===== src/lic_pkg.sv =====
`default_nettype none
package lic_pkg;

    // Model-specific base register
    localparam logic [31:0] LIC_BASE_MSR_ADDR = 32'h0000_001b;
    localparam int LIC_BSP_BIT = 8;
    localparam int LIC_EN_BIT = 11;
    localparam int LIC_BASE_LSB = 12;
    localparam int LIC_BASE_MSB = 35;
    localparam logic [23:0] LIC_BASE_RST = 24'h0f_ee00;
    localparam logic [7:0] LIC_PHYS_WIDTH_DFLT = 8'h24;
    localparam logic [63:0] LIC_RSVD_FIXED = 64'hffff_fff0_0000_06ff;

    // Identification instruction, leaf 1
    localparam int LIC_PRESENT_BIT = 9;

    // Controller ID field
    localparam int LIC_ID_LSB = 24;
    localparam logic [7:0] LIC_ID_MASK_OLD = 8'h0f;
    localparam logic [7:0] LIC_ID_MASK_NEW = 8'hff;

    // Register block offsets
    localparam logic [11:0] LIC_OFF_ID = 12'h020;
    localparam logic [11:0] LIC_OFF_VER = 12'h030;
    localparam logic [11:0] LIC_OFF_TPR = 12'h080;
    localparam logic [11:0] LIC_OFF_LDR = 12'h0d0;
    localparam logic [11:0] LIC_OFF_DFR = 12'h0e0;
    localparam logic [11:0] LIC_OFF_SVR = 12'h0f0;
    localparam logic [11:0] LIC_OFF_VEC_FIRST = 12'h100;
    localparam logic [11:0] LIC_OFF_VEC_END = 12'h280;
    localparam logic [11:0] LIC_OFF_ICR_LO = 12'h300;
    localparam logic [11:0] LIC_OFF_ICR_HI = 12'h310;
    localparam logic [11:0] LIC_OFF_LVT_FIRST = 12'h320;
    localparam logic [11:0] LIC_OFF_LVT_LAST = 12'h370;
    localparam logic [11:0] LIC_OFF_TINIT = 12'h380;
    localparam logic [11:0] LIC_OFF_TCUR = 12'h390;
    localparam logic [11:0] LIC_OFF_TDIV = 12'h3e0;

    // Reset values and fields
    localparam logic [8:0] LIC_SVR_RST = 9'h0ff;
    localparam int LIC_SVR_EN_BIT = 8;
    localparam logic [3:0] LIC_DFR_RST = 4'hf;
    localparam logic [27:0] LIC_DFR_RO_ONES = 28'hfff_ffff;
    localparam int LIC_LVT_N = 6;
    localparam int LIC_LVT_MASK_BIT = 16;
    localparam logic [16:0] LIC_LVT_RST = 17'h1_0000;
    localparam logic [2:0] LIC_LVT_IDX_BIAS = 3'h2;
    localparam logic [7:0] LIC_MAX_LVT = 8'h05;
    localparam logic [5:0] LIC_LVT_LOCKED_OK = 6'h06;
    localparam int LIC_VEC_WORDS = 24;
    localparam logic [4:0] LIC_VEC_IDX_BIAS = 5'h10;

    typedef enum logic {LIC_PH_CAPTURE, LIC_PH_RUN} lic_phase_e;

    function automatic logic [63:0] lic_rsvd_mask(input logic [7:0] width);
        logic [63:0] m;
        m = LIC_RSVD_FIXED;
        for (int i = LIC_BASE_LSB; i <= LIC_BASE_MSB; i++)
        begin
            if (i >= int'(width))
                m[i] = 1'b1;
        end
        return m;
    endfunction : lic_rsvd_mask

    function automatic logic [7:0] lic_id_mask(input logic gen_new);
        return gen_new ? LIC_ID_MASK_NEW : LIC_ID_MASK_OLD;
    endfunction : lic_id_mask

endpackage : lic_pkg
`default_nettype wire


===== src/lic_core.sv =====
`timescale 1ns/100ps
`default_nettype none
module lic_core
    import lic_pkg::*;
#(
    parameter logic [7:0] LIC_VERSION = 8'h15 // Arbitrary version code
) (
    input wire logic clk, // Core clock, 20 MHz
    input wire logic rst_n, // Hardware reset, active low
    input wire logic ce, // Clock enable
    input wire logic [7:0] id_pins, // Controller ID straps
    input wire logic boot_strap, // Boot processor strap
    input wire logic controller_strap_pin, // Controller present strap
    input wire logic bus_gen_new, // Newer system bus strap
    input wire logic init_pin_n, // Init pin, active low
    input wire logic stop_clock_pin_n, // Stop-clock pin, active low
    input wire logic local_int_pin_0, // Local interrupt pin 0
    input wire logic local_int_pin_1, // Local interrupt pin 1
    input wire logic phys_leaf_sup, // Width leaf supported
    input wire logic [7:0] phys_leaf_width, // Width from that leaf
    input wire logic msr_wr, // Model register write
    input wire logic msr_rd, // Model register read
    input wire logic [31:0] msr_addr, // Model register address
    input wire logic [63:0] msr_wdata, // Model register write data
    output logic [63:0] msr_rdata, // Model register read data
    output logic msr_ack, // Access done pulse
    output logic msr_fault, // Access refused pulse
    input wire logic mem_req, // Memory access request
    input wire logic mem_we, // Memory write
    input wire logic [35:0] mem_addr, // Physical address
    input wire logic [31:0] mem_wdata, // Memory write data
    output logic mem_hit, // Address claimed
    output logic [31:0] mem_rdata, // Memory read data
    output logic mem_rvalid, // Read data valid pulse
    input wire logic accept_wr, // Vector word update
    input wire logic [4:0] accept_idx, // Vector word index
    input wire logic [31:0] accept_data, // Vector word value
    input wire logic init_msg, // Init message pulse
    input wire logic nmi_msg, // Non-maskable message pulse
    input wire logic startup_msg, // Startup message pulse
    input wire logic therm_evt, // Thermal sensor event
    input wire logic perf_evt, // Performance counter event
    input wire logic err_evt, // Internal error event
    output logic [5:0] lvt_deliver, // Per-source delivery pulse
    output logic core_init, // Init to core pulse
    output logic core_nmi, // NMI to core pulse
    output logic core_startup, // Startup to core pulse
    output logic core_stop_clock, // Stop-clock to core level
    output logic [31:0] ident_feature_edx, // Leaf 1 feature flags
    output logic [7:0] ident_initial_id, // Leaf 1 initial ID
    output logic [7:0] arbitration_id_reg // Arbitration ID
);
    logic [14:0] sync_q;
    wire [7:0] id_s = sync_q[14:7];
    wire boot_s = sync_q[6];
    wire strap_s = sync_q[5];
    wire gen_s = sync_q[4];
    wire init_s = sync_q[3];
    wire stop_s = sync_q[2];
    wire local_int_pin_0_s = sync_q[1];
    wire local_int_pin_1_s = sync_q[0];

    lic_sync #(.W(15)) u_sync (
        .clk(clk),
        .ce(ce),
        .d({id_pins, boot_strap, controller_strap_pin, bus_gen_new,
            init_pin_n, stop_clock_pin_n, local_int_pin_0, local_int_pin_1}),
        .q(sync_q)
    );

    lic_phase_e phase_r;
    logic en_r, locked_r, bsp_r, gen_new_r, init_prev_r;
    logic [23:0] base_r;
    logic [7:0] id_r, init_id_r, arb_r, tpr_r, ldr_r;
    logic [3:0] dfr_r, tdiv_r;
    logic [8:0] svr_r;
    logic [31:0] icr_lo_r, icr_hi_r, tinit_r, tcur_r, reg_rdata_r;
    logic [16:0] lvt_r [0:LIC_LVT_N-1];
    logic vec_rd_r;
    logic [31:0] vec_rdata;

    // Decode of the model-register port
    wire run = (phase_r == LIC_PH_RUN);
    wire [7:0] phys_w = phys_leaf_sup ? phys_leaf_width : LIC_PHYS_WIDTH_DFLT;
    wire [63:0] rsvd = lic_rsvd_mask(phys_w);
    wire msr_here = (msr_addr == LIC_BASE_MSR_ADDR);
    wire msr_rsvd_set = |(msr_wdata & rsvd);
    wire msr_ok_wr = run && msr_wr && msr_here && !msr_rsvd_set;
    wire msr_bad = run && (msr_wr || msr_rd) && (!msr_here || (msr_wr && msr_rsvd_set));
    wire en_req = msr_wdata[LIC_EN_BIT];
    // An older bus loses arbitration state, so enable cannot return
    wire en_wr_val = en_req && !locked_r;
    wire gdis_evt = msr_ok_wr && en_r && !en_req;

    // Init reset from message or pin edge
    wire init_fall = init_prev_r && !init_s;
    wire init_evt = run && en_r && (init_msg || init_fall);
    wire local_clr = init_evt || gdis_evt;

    // Register block decode against the relocatable base
    wire blk_hit = run && mem_req && en_r && (mem_addr[35:12] == base_r);
    wire [11:0] off = {mem_addr[11:4], 4'h0};
    wire reg_wr = blk_hit && mem_we && !local_clr;
    wire reg_rd = blk_hit && !mem_we;
    wire lvt_hit = (off >= LIC_OFF_LVT_FIRST) && (off <= LIC_OFF_LVT_LAST);
    wire [2:0] lvt_idx = off[6:4] - LIC_LVT_IDX_BIAS;
    wire vec_hit = (off >= LIC_OFF_VEC_FIRST) && (off < LIC_OFF_VEC_END);
    wire [4:0] vec_idx = off[8:4] - LIC_VEC_IDX_BIAS;
    wire sw_en = svr_r[LIC_SVR_EN_BIT];
    wire svr_wr = reg_wr && (off == LIC_OFF_SVR);
    wire soft_dis_evt = svr_wr && !mem_wdata[LIC_SVR_EN_BIT];
    wire timer_evt = (tcur_r == 32'h0000_0001);

    // Source order follows the vector table: timer, thermal, perf, pin 0, pin 1, error
    wire [5:0] lvt_src = {err_evt, local_int_pin_1_s, local_int_pin_0_s, perf_evt, therm_evt, timer_evt};
    // Thermal and perf pass this gate under a locked global disable, but that disable sets every mask, so none is delivered
    wire [5:0] lvt_allow = en_r ? 6'h3f : (locked_r ? LIC_LVT_LOCKED_OK : 6'h00);
    logic [5:0] lvt_open;
    always_comb
    begin
        for (int i = 0; i < LIC_LVT_N; i++)
            lvt_open[i] = !lvt_r[i][LIC_LVT_MASK_BIT];
    end

    logic [31:0] rd_val;
    always_comb
    begin
        rd_val = 32'h0000_0000;
        case (off)
            LIC_OFF_ID: rd_val = {id_r, 24'h00_0000};
            LIC_OFF_VER: rd_val = {8'h00, LIC_MAX_LVT, 8'h00, LIC_VERSION};
            LIC_OFF_TPR: rd_val = {24'h00_0000, tpr_r};
            LIC_OFF_LDR: rd_val = {ldr_r, 24'h00_0000};
            LIC_OFF_DFR: rd_val = {dfr_r, LIC_DFR_RO_ONES};
            LIC_OFF_SVR: rd_val = {23'h00_0000, svr_r};
            LIC_OFF_ICR_LO: rd_val = icr_lo_r;
            LIC_OFF_ICR_HI: rd_val = icr_hi_r;
            LIC_OFF_TINIT: rd_val = tinit_r;
            LIC_OFF_TCUR: rd_val = tcur_r;
            LIC_OFF_TDIV: rd_val = {28'h000_0000, tdiv_r};
            default:
            begin
                if (lvt_hit)
                    rd_val = {15'h0000, lvt_r[lvt_idx]};
            end
        endcase
    end

    lic_vec_mem u_vec (
        .clk(clk),
        .rst_n(rst_n),
        .ce(ce),
        .clr(local_clr),
        .wr_en(accept_wr && run),
        .wr_idx(accept_idx),
        .wr_data(accept_data),
        .rd_idx(vec_idx),
        .rd_data(vec_rdata)
    );

    // Straps and global state; one write updates base and enable together
    always_ff @(posedge clk)
    begin
        if (!rst_n)
        begin
            phase_r <= LIC_PH_CAPTURE;
            en_r <= 1'b0;
            locked_r <= 1'b0;
            bsp_r <= 1'b0;
            gen_new_r <= 1'b0;
            base_r <= LIC_BASE_RST;
            id_r <= 8'h00;
            init_id_r <= 8'h00;
            arb_r <= 8'h00;
        end
        else if (ce)
        begin
            case (phase_r)
                LIC_PH_CAPTURE:
                begin
                    id_r <= id_s & lic_id_mask(gen_s);
                    init_id_r <= id_s & lic_id_mask(gen_s);
                    arb_r <= id_s & lic_id_mask(gen_s);
                    bsp_r <= boot_s;
                    gen_new_r <= gen_s;
                    en_r <= strap_s;
                    phase_r <= LIC_PH_RUN;
                end
                LIC_PH_RUN:
                begin
                    if (msr_ok_wr)
                    begin
                        en_r <= en_wr_val;
                        base_r <= msr_wdata[LIC_BASE_MSB:LIC_BASE_LSB];
                    end
                    if (gdis_evt && !gen_new_r)
                        locked_r <= 1'b1;
                    // Model-dependent write; software is advised to leave it alone
                    if (reg_wr && (off == LIC_OFF_ID))
                        id_r <= mem_wdata[31:LIC_ID_LSB] & lic_id_mask(gen_new_r);
                end
                default: phase_r <= LIC_PH_CAPTURE;
            endcase
        end
    end

    // Local registers, returned to reset by hardware, init and global disable
    always_ff @(posedge clk)
    begin
        if (!rst_n || (ce && local_clr))
        begin
            tpr_r <= 8'h00;
            ldr_r <= 8'h00;
            icr_lo_r <= 32'h0000_0000;
            icr_hi_r <= 32'h0000_0000;
            tinit_r <= 32'h0000_0000;
            tdiv_r <= 4'h0;
            dfr_r <= LIC_DFR_RST;
            svr_r <= LIC_SVR_RST;
        end
        else if (ce && reg_wr)
        begin
            case (off)
                LIC_OFF_TPR: tpr_r <= mem_wdata[7:0];
                LIC_OFF_LDR: ldr_r <= mem_wdata[31:24];
                LIC_OFF_DFR: dfr_r <= mem_wdata[31:28];
                LIC_OFF_SVR: svr_r <= mem_wdata[8:0];
                LIC_OFF_ICR_LO: icr_lo_r <= mem_wdata;
                LIC_OFF_ICR_HI: icr_hi_r <= mem_wdata;
                LIC_OFF_TINIT: tinit_r <= mem_wdata;
                LIC_OFF_TDIV: tdiv_r <= mem_wdata[3:0];
                default: tpr_r <= tpr_r;
            endcase
        end
    end

    // Vector table; while soft-disabled masks stay set whatever is written
    always_ff @(posedge clk)
    begin
        if (!rst_n || (ce && (local_clr || soft_dis_evt)))
        begin
            for (int i = 0; i < LIC_LVT_N; i++)
                lvt_r[i] <= (!rst_n || local_clr) ? LIC_LVT_RST
                          : (lvt_r[i] | LIC_LVT_RST);
        end
        else if (ce && reg_wr && lvt_hit)
        begin
            lvt_r[lvt_idx] <= {mem_wdata[LIC_LVT_MASK_BIT] || !sw_en,
                               mem_wdata[15:0]};
        end
    end

    // Timer count; divider is stored but counting runs at the core rate
    always_ff @(posedge clk)
    begin
        if (!rst_n || (ce && local_clr))
            tcur_r <= 32'h0000_0000;
        else if (ce)
        begin
            if (reg_wr && (off == LIC_OFF_TINIT))
                tcur_r <= mem_wdata;
            else if (tcur_r != 32'h0000_0000)
                tcur_r <= tcur_r - 32'h0000_0001;
        end
    end

    // Answers to the core: model port, memory port, messages, delivery
    always_ff @(posedge clk)
    begin
        if (!rst_n)
        begin
            msr_rdata <= 64'h0000_0000_0000_0000;
            msr_ack <= 1'b0;
            msr_fault <= 1'b0;
            reg_rdata_r <= 32'h0000_0000;
            vec_rd_r <= 1'b0;
            mem_rvalid <= 1'b0;
            init_prev_r <= 1'b1;
            core_init <= 1'b0;
            core_nmi <= 1'b0;
            core_startup <= 1'b0;
            core_stop_clock <= 1'b0;
            lvt_deliver <= 6'h00;
        end
        else if (ce)
        begin
            msr_ack <= run && (msr_wr || msr_rd) && !msr_bad;
            msr_fault <= msr_bad;
            if (run && msr_rd && msr_here)
                msr_rdata <= {28'h000_0000, base_r, en_r, 2'b00, bsp_r, 8'h00};
            if (reg_rd)
                reg_rdata_r <= rd_val;
            vec_rd_r <= reg_rd && vec_hit;
            mem_rvalid <= reg_rd;
            init_prev_r <= init_s;
            core_init <= init_evt;
            core_nmi <= run && en_r && nmi_msg;
            core_startup <= run && en_r && startup_msg && !bsp_r;
            // Older-generation secondary processors ignore stop-clock
            core_stop_clock <= run && en_r && !stop_s && (bsp_r || gen_new_r);
            lvt_deliver <= run ? (lvt_src & lvt_open & lvt_allow) : 6'h00;
        end
    end

    assign mem_hit = blk_hit;
    assign mem_rdata = vec_rd_r ? vec_rdata : reg_rdata_r;
    assign ident_feature_edx = {22'h00_0000, en_r, 9'h000};
    assign ident_initial_id = init_id_r;
    assign arbitration_id_reg = arb_r;

endmodule : lic_core
`default_nettype wire


===== src/lic_sync.sv =====
`timescale 1ns/100ps
`default_nettype none
module lic_sync #(
    parameter int W = 1
) (
    input wire logic clk, // Core clock
    input wire logic ce, // Clock enable
    input wire logic [W-1:0] d, // Asynchronous inputs
    output logic [W-1:0] q // Synchronised copies
);
    logic [W-1:0] meta_r;

    // No reset, so straps are already valid when reset releases
    always_ff @(posedge clk)
    begin
        if (ce)
        begin
            meta_r <= d;
            q <= meta_r;
        end
    end
endmodule : lic_sync
`default_nettype wire


===== src/lic_vec_mem.sv =====
`timescale 1ns/100ps
`default_nettype none
module lic_vec_mem
    import lic_pkg::*;
(
    input wire logic clk, // Core clock
    input wire logic rst_n, // Synchronous reset
    input wire logic ce, // Clock enable
    input wire logic clr, // Return to power-up state
    input wire logic wr_en, // Hardware write strobe
    input wire logic [4:0] wr_idx, // Word written
    input wire logic [31:0] wr_data, // Word value
    input wire logic [4:0] rd_idx, // Word read
    output logic [31:0] rd_data // Registered read data
);
    logic [31:0] mem_r [0:LIC_VEC_WORDS-1];
    wire wr_ok = wr_en && (int'(wr_idx) < LIC_VEC_WORDS);
    wire rd_ok = int'(rd_idx) < LIC_VEC_WORDS;

    always_ff @(posedge clk)
    begin
        if (!rst_n)
        begin
            for (int i = 0; i < LIC_VEC_WORDS; i++)
                mem_r[i] <= 32'h0000_0000;
            rd_data <= 32'h0000_0000;
        end
        else if (ce)
        begin
            if (clr)
            begin
                for (int i = 0; i < LIC_VEC_WORDS; i++)
                    mem_r[i] <= 32'h0000_0000;
            end
            else if (wr_ok)
                mem_r[wr_idx] <= wr_data;
            rd_data <= (clr || !rd_ok) ? 32'h0000_0000 : mem_r[rd_idx];
        end
    end
endmodule : lic_vec_mem
`default_nettype wire


===== config.mk =====
export PLATFORM = sky130hd
export DESIGN_NAME = lic_core
export DESIGN_NICKNAME = d
export VERILOG_FILES = /design/src/lic_pkg.sv /design/src/lic_core.sv /design/src/lic_sync.sv /design/src/lic_vec_mem.sv
export SDC_FILE = /design/constraint.sdc
export NUM_CORES = 2
export LEC_CHECK = 0
export ABC_AREA = 1
export BUFFER_PORTS_ARGS = -buffer_cell sky130_fd_sc_hd__buf_2
export CAP_MARGIN = 15
export CORE_MARGIN = 2
export CORE_UTILIZATION = 40
export DETAILED_ROUTE_END_ITERATION = 12
export SYNTH_ARGS = -nofsm -noshare
export SYNTH_HDL_FRONTEND = slang
export SYNTH_HIERARCHICAL = 1
export SYNTH_SLANG_ARGS = --single-unit

===== constraint.sdc =====
create_clock -name clk -period 3.1 [get_ports clk]
set_clock_uncertainty 0.15 [all_clocks]
set_input_delay 0.155 -clock clk [delete_from_list [all_inputs] [get_ports clk]]
set_output_delay 0.155 -clock clk [all_outputs]
set_load 0.02 [all_outputs]

==> results.toml <==
[run_status]
status = "complete, no violations"

[floorplan]
start_util = 0.4027
coreArea_um2 = 141400
die_h_um = 381.3
rows = 138
die_area_um2 = 145400
ios = 397
die_w_um = 381.3

[synthesis]
synth_edf_count = 934
yosys.area.top_type = "edfxtp_1"
ys_async_sr_fraction = 0
syn_area_per_cell_um2 = 8.966
synth_top_area_share = 0.4925
synth_seq_area_share = 0.6019
synthesis.area_um2 = 56940
yosys.cell_types.count = 54
synthCells = 6351
ys_seq_elements = 1245
synth_ff_type = "edfxtp_1"
yosysWarnings = 6
yosys-top-cells-area = "edfxtp_1 (49%), dfxtp_1 (11%), nand2_1 (10%)"

[place]
placed_area_um2 = 61980
port_buffers = 322
gp_congestion = 0.9729
dp_hpwl_um = 119000

[global_routing]
track_usage = 0.2449
grt_pass1_vias = 44734
grt_max_degree = 126
grt_overflow = 0
grt_pass1_wl_um = 274400
antenna_found_initial = 6

[setup_path]
worstPathArrival_ns = 3.33
crit_type = "reg -> reg"
worst_path_max_delay_cell = "dfxtp_2"
worst-path-max-fanout = 8
rrSetupSlack_ns = 0.09
cp.required_ns = 3.41
crit_chain = "xnor2_2, buf_4, nand4_1, nor3_1, nand3_1, nor3_2, buf_4, nand4_1, buf_4, nor2_4, buf_6, nand4_1, nand2_2, buf_12"
startpoint_type = "flop"
cpPeakStageDelay_ns = 0.33
critPathCaptureType = "flop"

[timing]
fin_crit_sh = 0.9715
slew_viol_final = 0
max_freq_mhz = 332.0
maxSlewHeadroom = 0.2309
hold_violations = 0
post-route-min-period_ns = 3.012
whs_ns = 0.03727
worst_pin_slew_ns = 1.154
setup-violations-final = 0
rsz0062_at_grt = "yes"

[cells_and_area]
fillCellCount = 13249
reg_top3 = "u_vec/mem_r x768, lvt_r x136"
largest_reg_flops = 768
drive_above_1_share = 0.1307
regMostFlops = "u_vec/mem_r"
fin_area_um2 = 67920
nets = 7010
area.growth.synth_to_final_pct = 19.27
num_antenna_cells = 0
final_cell_mix = "nand2_1 (1,506), nor2_1 (1,047), edfxtp_1 (934), nand3_1 (727), inv_1 (324)"
final_common_cell = "nand2_1"

[detailed_routing]
drc = 0
drt_iter0_markers = 5239
vias_per_cell = 5.356
vias = 46961
firstDrtPassIters = 7
routed_wl_um = 181400
routedWlPerCell_um = 20.69
ant_nets = 0

[power]
pwr_density_cell_nw_per_um2 = 564.1
vdd_drop_max_mv = 0.4850
p_leak_uw = 0.02799

[cts]
clk_pin_slew_ns = 0.06
clk_path_buf_depth = 3
insertion_delay_ns = 0.78
cts-root-buf = "clkbuf_16"
htreeDepth = 4
clock-sinks = 1245
cts_tree = "done"
cts_made_buffers = 138

[job]
max_cap_viol_count = 0

[hold_path]
hold_path_class = "in -> reg"
through the flow:
stage                     setup TNS, ns    util  power, uW  instances  setup WS, ns
after detailed placement        -473.51  0.4383      22520       8372       -0.5732
final                                 0  0.4803      38310       8768       0.08825
after global routing            -0.1278  0.4803      39610       8768      -0.01578
after CTS                             0  0.4793      38510       8766      0.007713
after global placement          -500.32  0.4383      22480       8372       -0.5625
after floorplan                  -26.26       -      21110       6419       -0.2052
cell families (layout without fill, tap and decap cells):
logic type                 after synthesis  after routing  share of synthesized area
AOI/OAI and AO/OA                      741            741                    0.07306
xor gates and xnor gates                39             39                   0.005998
adders and majority gates                3              3                  0.0006592
buffers and inverters                  863           1322                    0.06660
DFF                                   1245           1245                     0.6019
other                                    1             69                 0.00006585
and+or+nand+nor                       3459           3459                     0.2518
area by class of cell:
type	instances	area [um^2]	area share
inverter	339	1286	0.01894
multi-input combinational	4311	19340	0.2847
clock buffer	178	3757	0.05532
tap	1890	2365	0.03482
clock inverter	72	586.8	0.008640
sequential	1245	34270	0.5047
timing repair buffer	733	6309	0.09289
where the power goes:
part           switching (uW)  internal, uW  leakage, uW  total, uW
Combinational            2460          1150       0.0137       3610
Sequential                262         18500       0.0122      18700
Clock                    6920          9030      0.00214      16000
worst paths after layout:
kind	from	end	depth (start not counted)
max	base_r[0]$_SDFFE_PN0P_	lvt_r[1][4]$_SDFFCE_PN0P_	14
min	mem_addr[29]	reg_rdata_r[26]$_SDFFE_PN0P_	8
max reg2reg	base_r[0]$_SDFFE_PN0P_	lvt_r[1][4]$_SDFFCE_PN0P_	14
min reg2reg	u_sync/meta_r[7]$_DFFE_PP_	u_sync/q[7]$_DFFE_PP_	0
worst max-delay path: cells and delay by family (launching register included):
family / cells / cell delay (ns)
and+or+nand+nor: 8 / 1.19
DFF: 1 / 0.33
buffers and inverters: 5 / 0.85
xor gates and xnor gates: 1 / 0.17
synth_stat cells (all sizes together) (5+ instances only):
library cell and number:
xor2 25, a221oi 15, a211oi 17, inv 333, o2111ai 6, a2111oi 5, o211ai 26, clkinv 6
o22ai 90, or2 7, nor4 10, buf 304, dfxtp 311, nand2 1538, a31oi 23, clkbuf 220
o21ai 271, edfxtp 934, xnor2 14, nand4 57, a21oi 270, nand3 734, nor3 36, o221ai 5
nor2 1067
layer usage:
layer | track usage | wire, um | up-vias
li1 | - | - | 22021
met1 | 0.3372 | 75740 | 22580
met2 | 0.3989 | 85610 | 2063
met3 | 0.04044 | 15400 | 293
met4 | 0.06800 | 4598 | 4
met5 | 0 | 23 | -
what timing repair did:
item / in CTS / in global routing
gates cloned: 0 / 1
endpoints found under the hold margin: 784 / 0
endpoints found under the setup margin: 133 / 465
pin swaps: 1 / 4
buffers inserted: 0 / 1
hold buffers: 144 / 0
resized for setup: 2 / 24
(Power assumes the default switching activity.)
